===== config.mk =====
export PLATFORM = sky130hd
export DESIGN_NAME = tws_slave_rx
export DESIGN_NICKNAME = d
export VERILOG_FILES = /design/src/hdl/tws_pkg.sv /design/src/hdl/tws_line_if.sv /design/src/hdl/tws_line_sync.sv /design/src/hdl/tws_slave_rx.sv
export SDC_FILE = /design/constraint.sdc
export NUM_CORES = 1
export LEC_CHECK = 0
export BUFFER_PORTS_ARGS = -buffer_cell sky130_fd_sc_hd__buf_2
export CAP_MARGIN = 0
export CORE_ASPECT_RATIO = 1.4
export CORE_MARGIN = 4
export CORE_UTILIZATION = 60
export CTS_CLUSTER_SIZE = 10
export DETAILED_ROUTE_END_ITERATION = 7
export PLACE_DENSITY_LB_ADDON = 0.25
export RECOVER_POWER = 100
export SYNTH_ARGS = -nofsm -noshare
export SYNTH_HDL_FRONTEND = slang
export SYNTH_SLANG_ARGS = --single-unit

===== constraint.sdc =====
create_clock -name clk -period 4.2 [get_ports clk]
set_input_delay 0 -clock clk [delete_from_list [all_inputs] [get_ports clk]]
set_output_delay 0 -clock clk [all_outputs]
set_load 0.05 [all_outputs]

===== src/hdl/tws_pkg.sv =====
// constants and enumerations for the two-wire slave receiver
package tws_pkg;
   localparam logic [3:0] TWS_CTRL_OFS = 4'h0;
   localparam logic [3:0] TWS_STAT_OFS = 4'h4;
   localparam logic [3:0] TWS_ADDR_OFS = 4'h8;
   localparam logic [3:0] TWS_DATA_OFS = 4'hC;
   localparam int TWS_FLAG_BIT = 7;
   localparam int TWS_ACKEN_BIT = 6;
   localparam int TWS_BEGIN_BIT = 5;
   localparam int TWS_HALT_BIT = 4;
   localparam int TWS_EN_BIT = 2;
   localparam logic [7:0] TWS_OWN_RST = 8'h00;
   localparam logic [7:0] TWS_DATA_RST = 8'hFF;
   localparam logic [1:0] TWS_PRESC_RST = 2'h0;
   localparam logic [3:0] TWS_BYTE_BITS = 4'h8;
   localparam logic [3:0] TWS_LAST_TX_BIT = 4'h7;
   localparam logic [6:0] TWS_BCAST_ADDR = 7'h00;
   localparam logic [7:0] TWS_ST_NONE = 8'hF8;
   localparam logic [7:0] TWS_ST_SR_OWN = 8'h60;
   localparam logic [7:0] TWS_ST_SR_OWN_ARB = 8'h68;
   localparam logic [7:0] TWS_ST_SR_GC = 8'h70;
   localparam logic [7:0] TWS_ST_SR_GC_ARB = 8'h78;
   localparam logic [7:0] TWS_ST_OWN_ACK = 8'h80;
   localparam logic [7:0] TWS_ST_OWN_NACK = 8'h88;
   localparam logic [7:0] TWS_ST_GC_ACK = 8'h90;
   localparam logic [7:0] TWS_ST_GC_NACK = 8'h98;
   localparam logic [7:0] TWS_ST_ST_OWN = 8'hA8;
   localparam logic [7:0] TWS_ST_ST_ARB = 8'hB0;
   localparam logic [7:0] TWS_ST_TX_ACK = 8'hB8;
   localparam logic [7:0] TWS_ST_TX_NACK = 8'hC0;
   localparam logic [7:0] TWS_ST_TX_LAST = 8'hC8;
   typedef enum logic [2:0] {
      TWS_S_IDLE = 3'b000,
      TWS_S_ADDR = 3'b001,
      TWS_S_AACK = 3'b010,
      TWS_S_HOLD = 3'b011,
      TWS_S_RX = 3'b100,
      TWS_S_RACK = 3'b101,
      TWS_S_TX = 3'b110,
      TWS_S_TACK = 3'b111
   } tws_state_t;
   typedef enum logic [1:0] {
      TWS_M_RX_OWN = 2'b00,
      TWS_M_RX_GC = 2'b01,
      TWS_M_TX = 2'b10
   } tws_mode_t;
endpackage


===== src/hdl/tws_line_if.sv =====
// bus line events passed from the line conditioner to the core
`timescale 1ns/1ns
`default_nettype none
interface tws_line_if;
   logic scl_rise;
   logic scl_fall;
   logic sda;
   logic start;
   logic stop;
   logic busy;
   modport det (output scl_rise, output scl_fall, output sda, output start, output stop, output busy);
   modport core (input scl_rise, input scl_fall, input sda, input start, input stop, input busy);
endinterface
`default_nettype wire


===== src/hdl/tws_line_sync.sv =====
// synchroniser and start/stop/edge detector for scl and sda
`timescale 1ns/1ns
`default_nettype none
module tws_line_sync
   import tws_pkg::*;
(
   input wire logic clk,
   input wire logic rst_n,
   input wire logic scl_in,
   input wire logic sda_in,
   tws_line_if.det ln
);
   typedef struct packed {
      logic [2:0] scl_s;
      logic [2:0] sda_s;
      logic scl;
      logic sda;
      logic scl_rise;
      logic scl_fall;
      logic start;
      logic stop;
      logic busy;
   } tws_sync_t;

   tws_sync_t r_ff;
   tws_sync_t nxt_r;

   always_comb begin
      nxt_r = r_ff;
      nxt_r.scl_s = {r_ff.scl_s[1:0], scl_in};
      nxt_r.sda_s = {r_ff.sda_s[1:0], sda_in};
      // level moves once second and third stage agree
      if (r_ff.scl_s[1] == r_ff.scl_s[2]) begin
         nxt_r.scl = r_ff.scl_s[2];
      end
      if (r_ff.sda_s[1] == r_ff.sda_s[2]) begin
         nxt_r.sda = r_ff.sda_s[2];
      end
      nxt_r.scl_rise = nxt_r.scl & ~r_ff.scl;
      nxt_r.scl_fall = ~nxt_r.scl & r_ff.scl;
      nxt_r.start = r_ff.scl & nxt_r.scl & r_ff.sda & ~nxt_r.sda;
      nxt_r.stop = r_ff.scl & nxt_r.scl & ~r_ff.sda & nxt_r.sda;
      if (nxt_r.start) begin
         nxt_r.busy = 1'b1;
      end else if (nxt_r.stop) begin
         nxt_r.busy = 1'b0;
      end
   end

   always_ff @(posedge clk or negedge rst_n) begin
      if (!rst_n) begin
         r_ff <= '{scl_s: 3'h7, sda_s: 3'h7, scl: 1'b1, sda: 1'b1, default: 1'b0};
      end else begin
         r_ff <= nxt_r;
      end
   end

   assign ln.scl_rise = r_ff.scl_rise;
   assign ln.scl_fall = r_ff.scl_fall;
   assign ln.sda = r_ff.sda;
   assign ln.start = r_ff.start;
   assign ln.stop = r_ff.stop;
   assign ln.busy = r_ff.busy;
endmodule // tws_line_sync
`default_nettype wire


===== src/hdl/tws_slave_rx.sv =====
// two-wire slave receiver core with apb registers
// Summary of operation
// - last byte sent, master acked: status C8, byte register kept, then unaddressed.
// - unaddressed with acknowledge off: own and broadcast address both ignored.
// - unaddressed with acknowledge on: own address, broadcast only if enabled.
// - begin request on terminal state: unaddressed, start once bus is free.
// - answer own address only when received address equals upper seven address bits.
// - address register bit zero enables answering broadcast address 00.
// - matching address with write bit gives receiver, read bit transmitter.
// - own address plus write sets event flag with valid status.
// - after lost arbitration, addressed write reports 68 own or 78 broadcast.
// - acknowledge cleared mid-transfer gives nack after next received byte.
// - acknowledge off ignores address but keeps watching the bus.
// - in sleep, addressed with acknowledge on: wake part, hold scl until flag cleared.
// - byte register not updated while asleep.
// - own write acked reports 60, broadcast write acked reports 70.
// - in 60 to 78, flag clear receives next byte, ack per acknowledge bit.
// - own-address data byte: 80 on ack, 88 on nack then unaddressed.
// - broadcast data byte: 90 on ack, 98 on nack then unaddressed.
//
// Implementation choices: the APB slave port and the placing of the registers.
`timescale 1ns/1ns
`default_nettype none
module tws_slave_rx
   import tws_pkg::*;
(
   input wire logic clk,
   input wire logic rst_n,
   input wire logic psel,
   input wire logic penable,
   input wire logic pwrite,
   input wire logic [3:0] paddr,
   input wire logic [31:0] pwdata,
   output logic [31:0] prdata,
   output logic pready,
   output logic pslverr,
   input wire logic scl_in,
   input wire logic sda_in,
   output logic scl_out,
   output logic scl_oe,
   output logic sda_out,
   output logic sda_oe,
   input wire logic sleep_mode,
   input wire logic arb_lost,
   output logic wake_req,
   output logic start_go
);
   typedef struct packed {
      tws_state_t st;
      tws_mode_t mode;
      logic [3:0] cnt;
      logic [7:0] shf;
      logic flag;
      logic ack_en;
      logic begin_req;
      logic halt_req;
      logic unit_en;
      logic [7:0] own;
      logic [7:0] data;
      logic [7:0] code;
      logic [1:0] presc;
      logic last;
      logic term;
      logic arb;
      logic start_pend;
      logic start_go;
      logic wake;
      logic sda_oe;
      logic scl_oe;
      logic [31:0] prdata;
      logic pready;
      logic pslverr;
   } tws_core_t;

   tws_core_t r_ff;
   tws_core_t nxt_r;
   logic wr;
   logic clr;
   logic rel;

   tws_line_if ln ();

   tws_line_sync u_sync (
      .clk(clk),
      .rst_n(rst_n),
      .scl_in(scl_in),
      .sda_in(sda_in),
      .ln(ln)
   );

   function automatic logic addr_hit(input logic [7:0] own, input logic [7:0] rx);
      logic own_m;
      logic gc_m;
      own_m = (rx[7:1] == own[7:1]);
      gc_m = (rx[7:1] == TWS_BCAST_ADDR) & own[0] & ~rx[0];
      addr_hit = own_m | gc_m;
   endfunction

   function automatic logic reg_sel(input logic [3:0] a, input logic [3:0] ofs);
      reg_sel = (a == ofs);
   endfunction

   assign wr = psel & penable & r_ff.pready & pwrite;
   assign clr = wr & reg_sel(paddr, TWS_CTRL_OFS) & pwdata[TWS_FLAG_BIT];
   assign rel = clr & r_ff.flag;

   always_comb begin
      nxt_r = r_ff;
      nxt_r.start_go = 1'b0;
      // apb: answer in the cycle after setup
      nxt_r.pready = psel & ~penable;
      if (psel & ~penable) begin
         nxt_r.pslverr = 1'b0;
         nxt_r.prdata = 32'h0000_0000;
         if (reg_sel(paddr, TWS_CTRL_OFS)) begin
            nxt_r.prdata[7:0] = {r_ff.flag, r_ff.ack_en, r_ff.begin_req, r_ff.halt_req, 1'b0, r_ff.unit_en, 2'h0};
         end else if (reg_sel(paddr, TWS_STAT_OFS)) begin
            nxt_r.prdata[7:0] = {r_ff.code[7:3], 1'b0, r_ff.presc};
         end else if (reg_sel(paddr, TWS_ADDR_OFS)) begin
            nxt_r.prdata[7:0] = r_ff.own;
         end else if (reg_sel(paddr, TWS_DATA_OFS)) begin
            nxt_r.prdata[7:0] = r_ff.data;
         end else begin
            nxt_r.pslverr = 1'b1;
         end
      end
      if (wr) begin
         if (reg_sel(paddr, TWS_CTRL_OFS)) begin
            nxt_r.ack_en = pwdata[TWS_ACKEN_BIT];
            nxt_r.begin_req = pwdata[TWS_BEGIN_BIT];
            nxt_r.halt_req = pwdata[TWS_HALT_BIT];
            nxt_r.unit_en = pwdata[TWS_EN_BIT];
         end
         if (reg_sel(paddr, TWS_STAT_OFS)) begin
            nxt_r.presc = pwdata[1:0];
         end
         if (reg_sel(paddr, TWS_ADDR_OFS)) begin
            nxt_r.own = pwdata[7:0];
         end
         if (reg_sel(paddr, TWS_DATA_OFS)) begin
            nxt_r.data = pwdata[7:0];
         end
      end
      // flag clear first, so a hardware set below wins
      if (clr) begin
         nxt_r.flag = 1'b0;
      end
      case (r_ff.st)
         TWS_S_IDLE: begin
            nxt_r.sda_oe = 1'b0;
         end
         TWS_S_ADDR: begin
            if (ln.scl_rise) begin
               nxt_r.shf = {r_ff.shf[6:0], ln.sda};
               nxt_r.cnt = r_ff.cnt + 4'h1;
            end else if (ln.scl_fall && r_ff.cnt == TWS_BYTE_BITS) begin
               nxt_r.cnt = 4'h0;
               // acknowledge bit gates matching, bus still watched
               if (r_ff.unit_en & r_ff.ack_en & addr_hit(r_ff.own, r_ff.shf)) begin
                  nxt_r.sda_oe = 1'b1;
                  nxt_r.st = TWS_S_AACK;
                  nxt_r.arb = arb_lost;
                  if (r_ff.shf[0]) begin
                     nxt_r.mode = TWS_M_TX;
                  end else if (r_ff.shf[7:1] == TWS_BCAST_ADDR) begin
                     nxt_r.mode = TWS_M_RX_GC;
                  end else begin
                     nxt_r.mode = TWS_M_RX_OWN;
                  end
               end else begin
                  nxt_r.st = TWS_S_IDLE;
               end
            end
         end
         TWS_S_AACK: begin
            if (ln.scl_fall) begin
               nxt_r.sda_oe = 1'b0;
               nxt_r.flag = 1'b1;
               nxt_r.term = 1'b0;
               nxt_r.st = TWS_S_HOLD;
               case (r_ff.mode)
                  TWS_M_RX_OWN: nxt_r.code = r_ff.arb ? TWS_ST_SR_OWN_ARB : TWS_ST_SR_OWN;
                  TWS_M_RX_GC: nxt_r.code = r_ff.arb ? TWS_ST_SR_GC_ARB : TWS_ST_SR_GC;
                  default: nxt_r.code = r_ff.arb ? TWS_ST_ST_ARB : TWS_ST_ST_OWN;
               endcase
            end
         end
         TWS_S_HOLD: begin
            if (rel) begin
               nxt_r.code = TWS_ST_NONE;
               nxt_r.cnt = 4'h0;
               if (r_ff.term | nxt_r.halt_req) begin
                  nxt_r.st = TWS_S_IDLE;
                  nxt_r.halt_req = 1'b0;
                  if (r_ff.term & nxt_r.begin_req) begin
                     nxt_r.start_pend = 1'b1;
                     nxt_r.begin_req = 1'b0;
                  end
               end else if (r_ff.mode == TWS_M_TX) begin
                  nxt_r.st = TWS_S_TX;
                  nxt_r.shf = r_ff.data;
                  nxt_r.sda_oe = ~r_ff.data[7];
                  nxt_r.last = ~nxt_r.ack_en;
               end else begin
                  nxt_r.st = TWS_S_RX;
               end
            end
         end
         TWS_S_RX: begin
            if (ln.scl_rise) begin
               nxt_r.shf = {r_ff.shf[6:0], ln.sda};
               nxt_r.cnt = r_ff.cnt + 4'h1;
            end else if (ln.scl_fall && r_ff.cnt == TWS_BYTE_BITS) begin
               nxt_r.sda_oe = r_ff.ack_en;
               nxt_r.last = ~r_ff.ack_en;
               if (!sleep_mode) begin
                  nxt_r.data = r_ff.shf;
               end
               nxt_r.st = TWS_S_RACK;
            end
         end
         TWS_S_RACK: begin
            if (ln.scl_fall) begin
               nxt_r.sda_oe = 1'b0;
               nxt_r.flag = 1'b1;
               nxt_r.term = r_ff.last;
               nxt_r.st = TWS_S_HOLD;
               if (r_ff.mode == TWS_M_RX_GC) begin
                  nxt_r.code = r_ff.last ? TWS_ST_GC_NACK : TWS_ST_GC_ACK;
               end else begin
                  nxt_r.code = r_ff.last ? TWS_ST_OWN_NACK : TWS_ST_OWN_ACK;
               end
            end
         end
         TWS_S_TX: begin
            if (ln.scl_fall) begin
               nxt_r.cnt = r_ff.cnt + 4'h1;
               if (r_ff.cnt == TWS_LAST_TX_BIT) begin
                  nxt_r.sda_oe = 1'b0;
                  nxt_r.st = TWS_S_TACK;
               end else begin
                  nxt_r.shf = {r_ff.shf[6:0], 1'b0};
                  nxt_r.sda_oe = ~r_ff.shf[6];
               end
            end
         end
         TWS_S_TACK: begin
            if (ln.scl_rise) begin
               nxt_r.shf[0] = ln.sda;
            end else if (ln.scl_fall) begin
               nxt_r.flag = 1'b1;
               nxt_r.st = TWS_S_HOLD;
               nxt_r.term = r_ff.shf[0] | r_ff.last;
               if (r_ff.shf[0]) begin
                  nxt_r.code = TWS_ST_TX_NACK;
               end else if (r_ff.last) begin
                  nxt_r.code = TWS_ST_TX_LAST;
               end else begin
                  nxt_r.code = TWS_ST_TX_ACK;
               end
            end
         end
         default: begin
            nxt_r.st = TWS_S_IDLE;
         end
      endcase
      // start and stop reset the bit engine except while stretching
      if (r_ff.st != TWS_S_HOLD) begin
         if (ln.start) begin
            nxt_r.st = TWS_S_ADDR;
            nxt_r.cnt = 4'h0;
            nxt_r.shf = 8'h00;
            nxt_r.sda_oe = 1'b0;
         end else if (ln.stop) begin
            nxt_r.st = TWS_S_IDLE;
            nxt_r.sda_oe = 1'b0;
         end
      end
      if (!r_ff.unit_en) begin
         nxt_r.st = TWS_S_IDLE;
         nxt_r.sda_oe = 1'b0;
      end
      if (r_ff.start_pend & ~ln.busy) begin
         nxt_r.start_go = 1'b1;
         nxt_r.start_pend = 1'b0;
      end
      nxt_r.scl_oe = (nxt_r.st == TWS_S_HOLD) & nxt_r.flag;
      nxt_r.wake = sleep_mode & nxt_r.flag & (nxt_r.st == TWS_S_HOLD);
   end

   always_ff @(posedge clk or negedge rst_n) begin
      if (!rst_n) begin
         r_ff <= '{st: TWS_S_IDLE, mode: TWS_M_RX_OWN, own: TWS_OWN_RST, data: TWS_DATA_RST,
                   code: TWS_ST_NONE, presc: TWS_PRESC_RST, default: '0};
      end else begin
         r_ff <= nxt_r;
      end
   end

   assign prdata = r_ff.prdata;
   assign pready = r_ff.pready;
   assign pslverr = r_ff.pslverr;
   assign scl_out = 1'b0;
   assign sda_out = 1'b0;
   assign scl_oe = r_ff.scl_oe;
   assign sda_oe = r_ff.sda_oe;
   assign wake_req = r_ff.wake;
   assign start_go = r_ff.start_go;
endmodule // tws_slave_rx
`default_nettype wire


==> impl_metrics.toml <==
[pwr]
power_density_nw_per_um2 = 331
pleak_nw = 2.16
ir_worst_vdd_v = 0.000249

[placement]
numPlacedInstances = 556
post_dp_cell_area_um2 = 4520
numPortBuffers = 34
detailed_place_hpwl_mm = 7.64
gp_routability_congestion = 0.934

[yosys]
netlist-cell-type-count = 64
yosys-top-cells-area = "sky130_fd_sc_hd__dfrtp_1 31%, sky130_fd_sc_hd__dfstp_2 12%, sky130_fd_sc_hd__buf_4 5.7%"
share_of_synthesized_registers_carrying_an_async_set_or_reset = 1.00
synthDominantAreaCellType = "sky130_fd_sc_hd__dfrtp_1"
yosys_register_bits = 76
yosys_most_used_dff = "sky130_fd_sc_hd__dfrtp_1"
yosys.cell_count.top_type = "sky130_fd_sc_hd__dfrtp_1"
synth-seq-area-share = 0.428
number_of_synthesized_flops_with_an_enable_pin = 0
yosysWarnings = 0
synthTopCellsByCount = "55 x sky130_fd_sc_hd__dfrtp_1, 53 x sky130_fd_sc_hd__nand2_1, 36 x sky130_fd_sc_hd__o21ai_0"
post_synth_instance_area_um2 = 4500
synth_area_per_cell_um2 = 9.94
synth_top_cell_area_share = 0.306
synthCells = 453

[setup_path]
worstPathArrival_ns = 3.23
timing.setup.critical_path_class = "reg -> reg"
end_kind = "register"
timing.critical_path.slowest_stage_cell = "sky130_fd_sc_hd__dfrtp_1"
critical_path.reg2reg.endpoint = "scl_oe"
timing.critical_path.cells = "nor2b_1 -> nand2_1 -> and2_0 -> o311ai_0 -> nor3_1"
critical_path.startpoint_type = "register"
critPathMaxFanout = 24
r2r_setup_slack_ns = 1.19
reg2regPathDepth = 5
cp_slowest_stage_delay_ns = 0.87
timing.rr.start = "r_ff[87]"
cp.required_ns = 4.42

[finish]
layout.nets = 534
drive_above_1_share = 0.176
final-instance-count-excl-fill = 587
post_layout_instance_area_um2 = 4850
layout.core_utilization = 0.664
num_antenna_cells = 0
area_growth_pct = 7.78

[floorplan]
die_area_um2 = 8970
die_w_um = 81.2
placement_rows = 37
initial_utilization = 0.616
floorplan.io_pins = 85
coreArea_um2 = 7310
die_h_um = 111

[timing]
whs_ns = 0.138
grt_setup_unrepaired = "no"
max_freq_mhz = 332
slew_headroom = -0.219
period_needed_ns = 3.01
finalClockSkew_ns = 0.0115
layout_worst_path_cycle_share = 0.717
final.setup.tns_ns = 0
final-hold-violation-count = 0
slew_viol_final = 77
worst-slew-pin-transition_ns = 1.83
setup_viol = 0

[clocking]
numCtsBuffers = 9
clock_latency_on_the_worst_skew_pair_ns = 0.36
post_cts_setup_buffer_count = 0
clock_path_buffers = 2
postCtsHoldBufs = 15
ctsHtreeMaxLevel = 3
cts-root-buf = "sky130_fd_sc_hd__clkbuf_8"
numClockSinks = 76
cts_repair_resize_count = 0
tritoncts_clock_tree = "built"
clkTransAtPathRegs_ns = 0.08

[drt]
ant_nets = 0
via_per_inst = 6.15
drt_first_iter_violations = 329
routedWlPerCell_um = 18.5
number_of_detailed_routing_iterations_run_before_antenna_repair = 6
route.vias.total = 3609
drc = 0
routed_wl_mm = 10.8

[grt]
grt_pass1_vias = 3592
antenna_violations_before_repair = 0
overflow = 0
grt_first_pass_wirelength_mm = 17.7
global_route.usage.total = 0.257
maximum_number_of_pins_on_one_net_before_global_route_repair = 77

[worst_hold_path]
min_to = "pready"
holdCritPathClass = "in -> reg"
timing.hold.worst.start = "psel"
min_delay_path_depth = 3

[job]
cap_violations = 1

[run_status]
status = "finished, violations left"
violations = "max-capacitance violations, max-slew violations"
how the worst max path moves through the flow:
stage | start | endpoint | depth (start not counted) | slack [ns]
CTS | r_ff[87] | scl_oe | 5 | 1.49
global route | r_ff[87] | scl_oe | 5 | 0.89
global placement | r_ff[89] | r_ff[75] | 5 | 1.57
finish | r_ff[87] | scl_oe | 5 | 1.19
detailed placement | r_ff[87] | scl_oe | 5 | 1.48
floorplan | pready | r_ff[80] | 7 | 1.94
power breakdown:
group	total, mW	switching [mW]	internal [mW]	leakage (nW)
Clock	0.616	0.266	0.350	0.107
Sequential	0.806	0.0373	0.769	0.965
Combinational	0.184	0.125	0.0589	1.09
Total	1.61	0.428	1.18	2.16
routing by layer:
layer  wire, um  track usage  up-vias
li1           -            -     1641
met1       4100        0.317     1756
met2       5560        0.419      162
met3        643       0.0506       50
met4        539        0.133        0
met5          0            0        -
critical path: cells and delay by family, from the launching register on:
family             cells  cell delay, ns
AOI/OAI and AO/OA      1            0.72
DFF                    1            0.87
and+or+nand+nor        4            1.28
placed cells by master, fill, tap and decap left out, drive strengths merged, types with 7 or more instances in the layout:
cell type | Yosys | final
dfrtp | 55 | 55
nand2 | 53 | 53
o21ai | 36 | 36
clkbuf | 16 | 29
conb | 1 | 26
mux2 | 22 | 22
nor2 | 22 | 22
mux2i | 21 | 21
dfstp | 21 | 21
buf | 38 | 18
a21oi | 17 | 17
inv | 16 | 16
dlygate4sd3 | 0 | 15
nand3 | 13 | 13
nor3 | 12 | 12
o31ai | 7 | 7
a32o | 7 | 7
a31oi | 7 | 7
xor2 | 7 | 7
final cells by class:
cell class,instances,area (um2)
fillers,603,2460
multi-input cells,332,2220
flip-flops and latches,76,1930
repair buffers,50,305
clock buffers,12,145
well taps,97,121
clock inverters,4,72.6
inverters,16,60.1
cells by family after synthesis:
group                    Yosys count  synth area share
AND/OR/NAND/NOR                  135             0.157
AO/OA/AOI/OAI                    109             0.163
flip-flops                        76             0.428
buffers and inverters             70            0.0967
multiplexers                      47             0.122
XOR/XNOR                          10            0.0195
adder cells (fa/ha/maj)            5            0.0133
other                              1          0.000833
flip-flops by register name, indices dropped and copies added (netlist names):
register and cells:
prdata 8, u_sync.r_ff 3, u_sync.ln.busy 1, wake_req 1
pslverr 1, pready 1, start_go 1, r_ff 49
u_sync.ln.scl_rise 1, u_sync.ln.start 1, u_sync.ln.scl_fall 1, u_sync.ln.stop 1
u_sync.nxt_r 4, scl_oe 1, u_sync.ln.sda 1, sda_oe 1
per-stage QoR:
stage	worst slack, ns	total power, mW
3_5_place_dp	1.48	0.995
5_1_grt	0.892	1.66
2_1_floorplan	1.94	0.962
4_1_cts	1.49	1.62
3_3_place_gp	1.57	0.989
6_report	1.19	1.61
No activity file was read; power rests on OpenSTA's default activity.
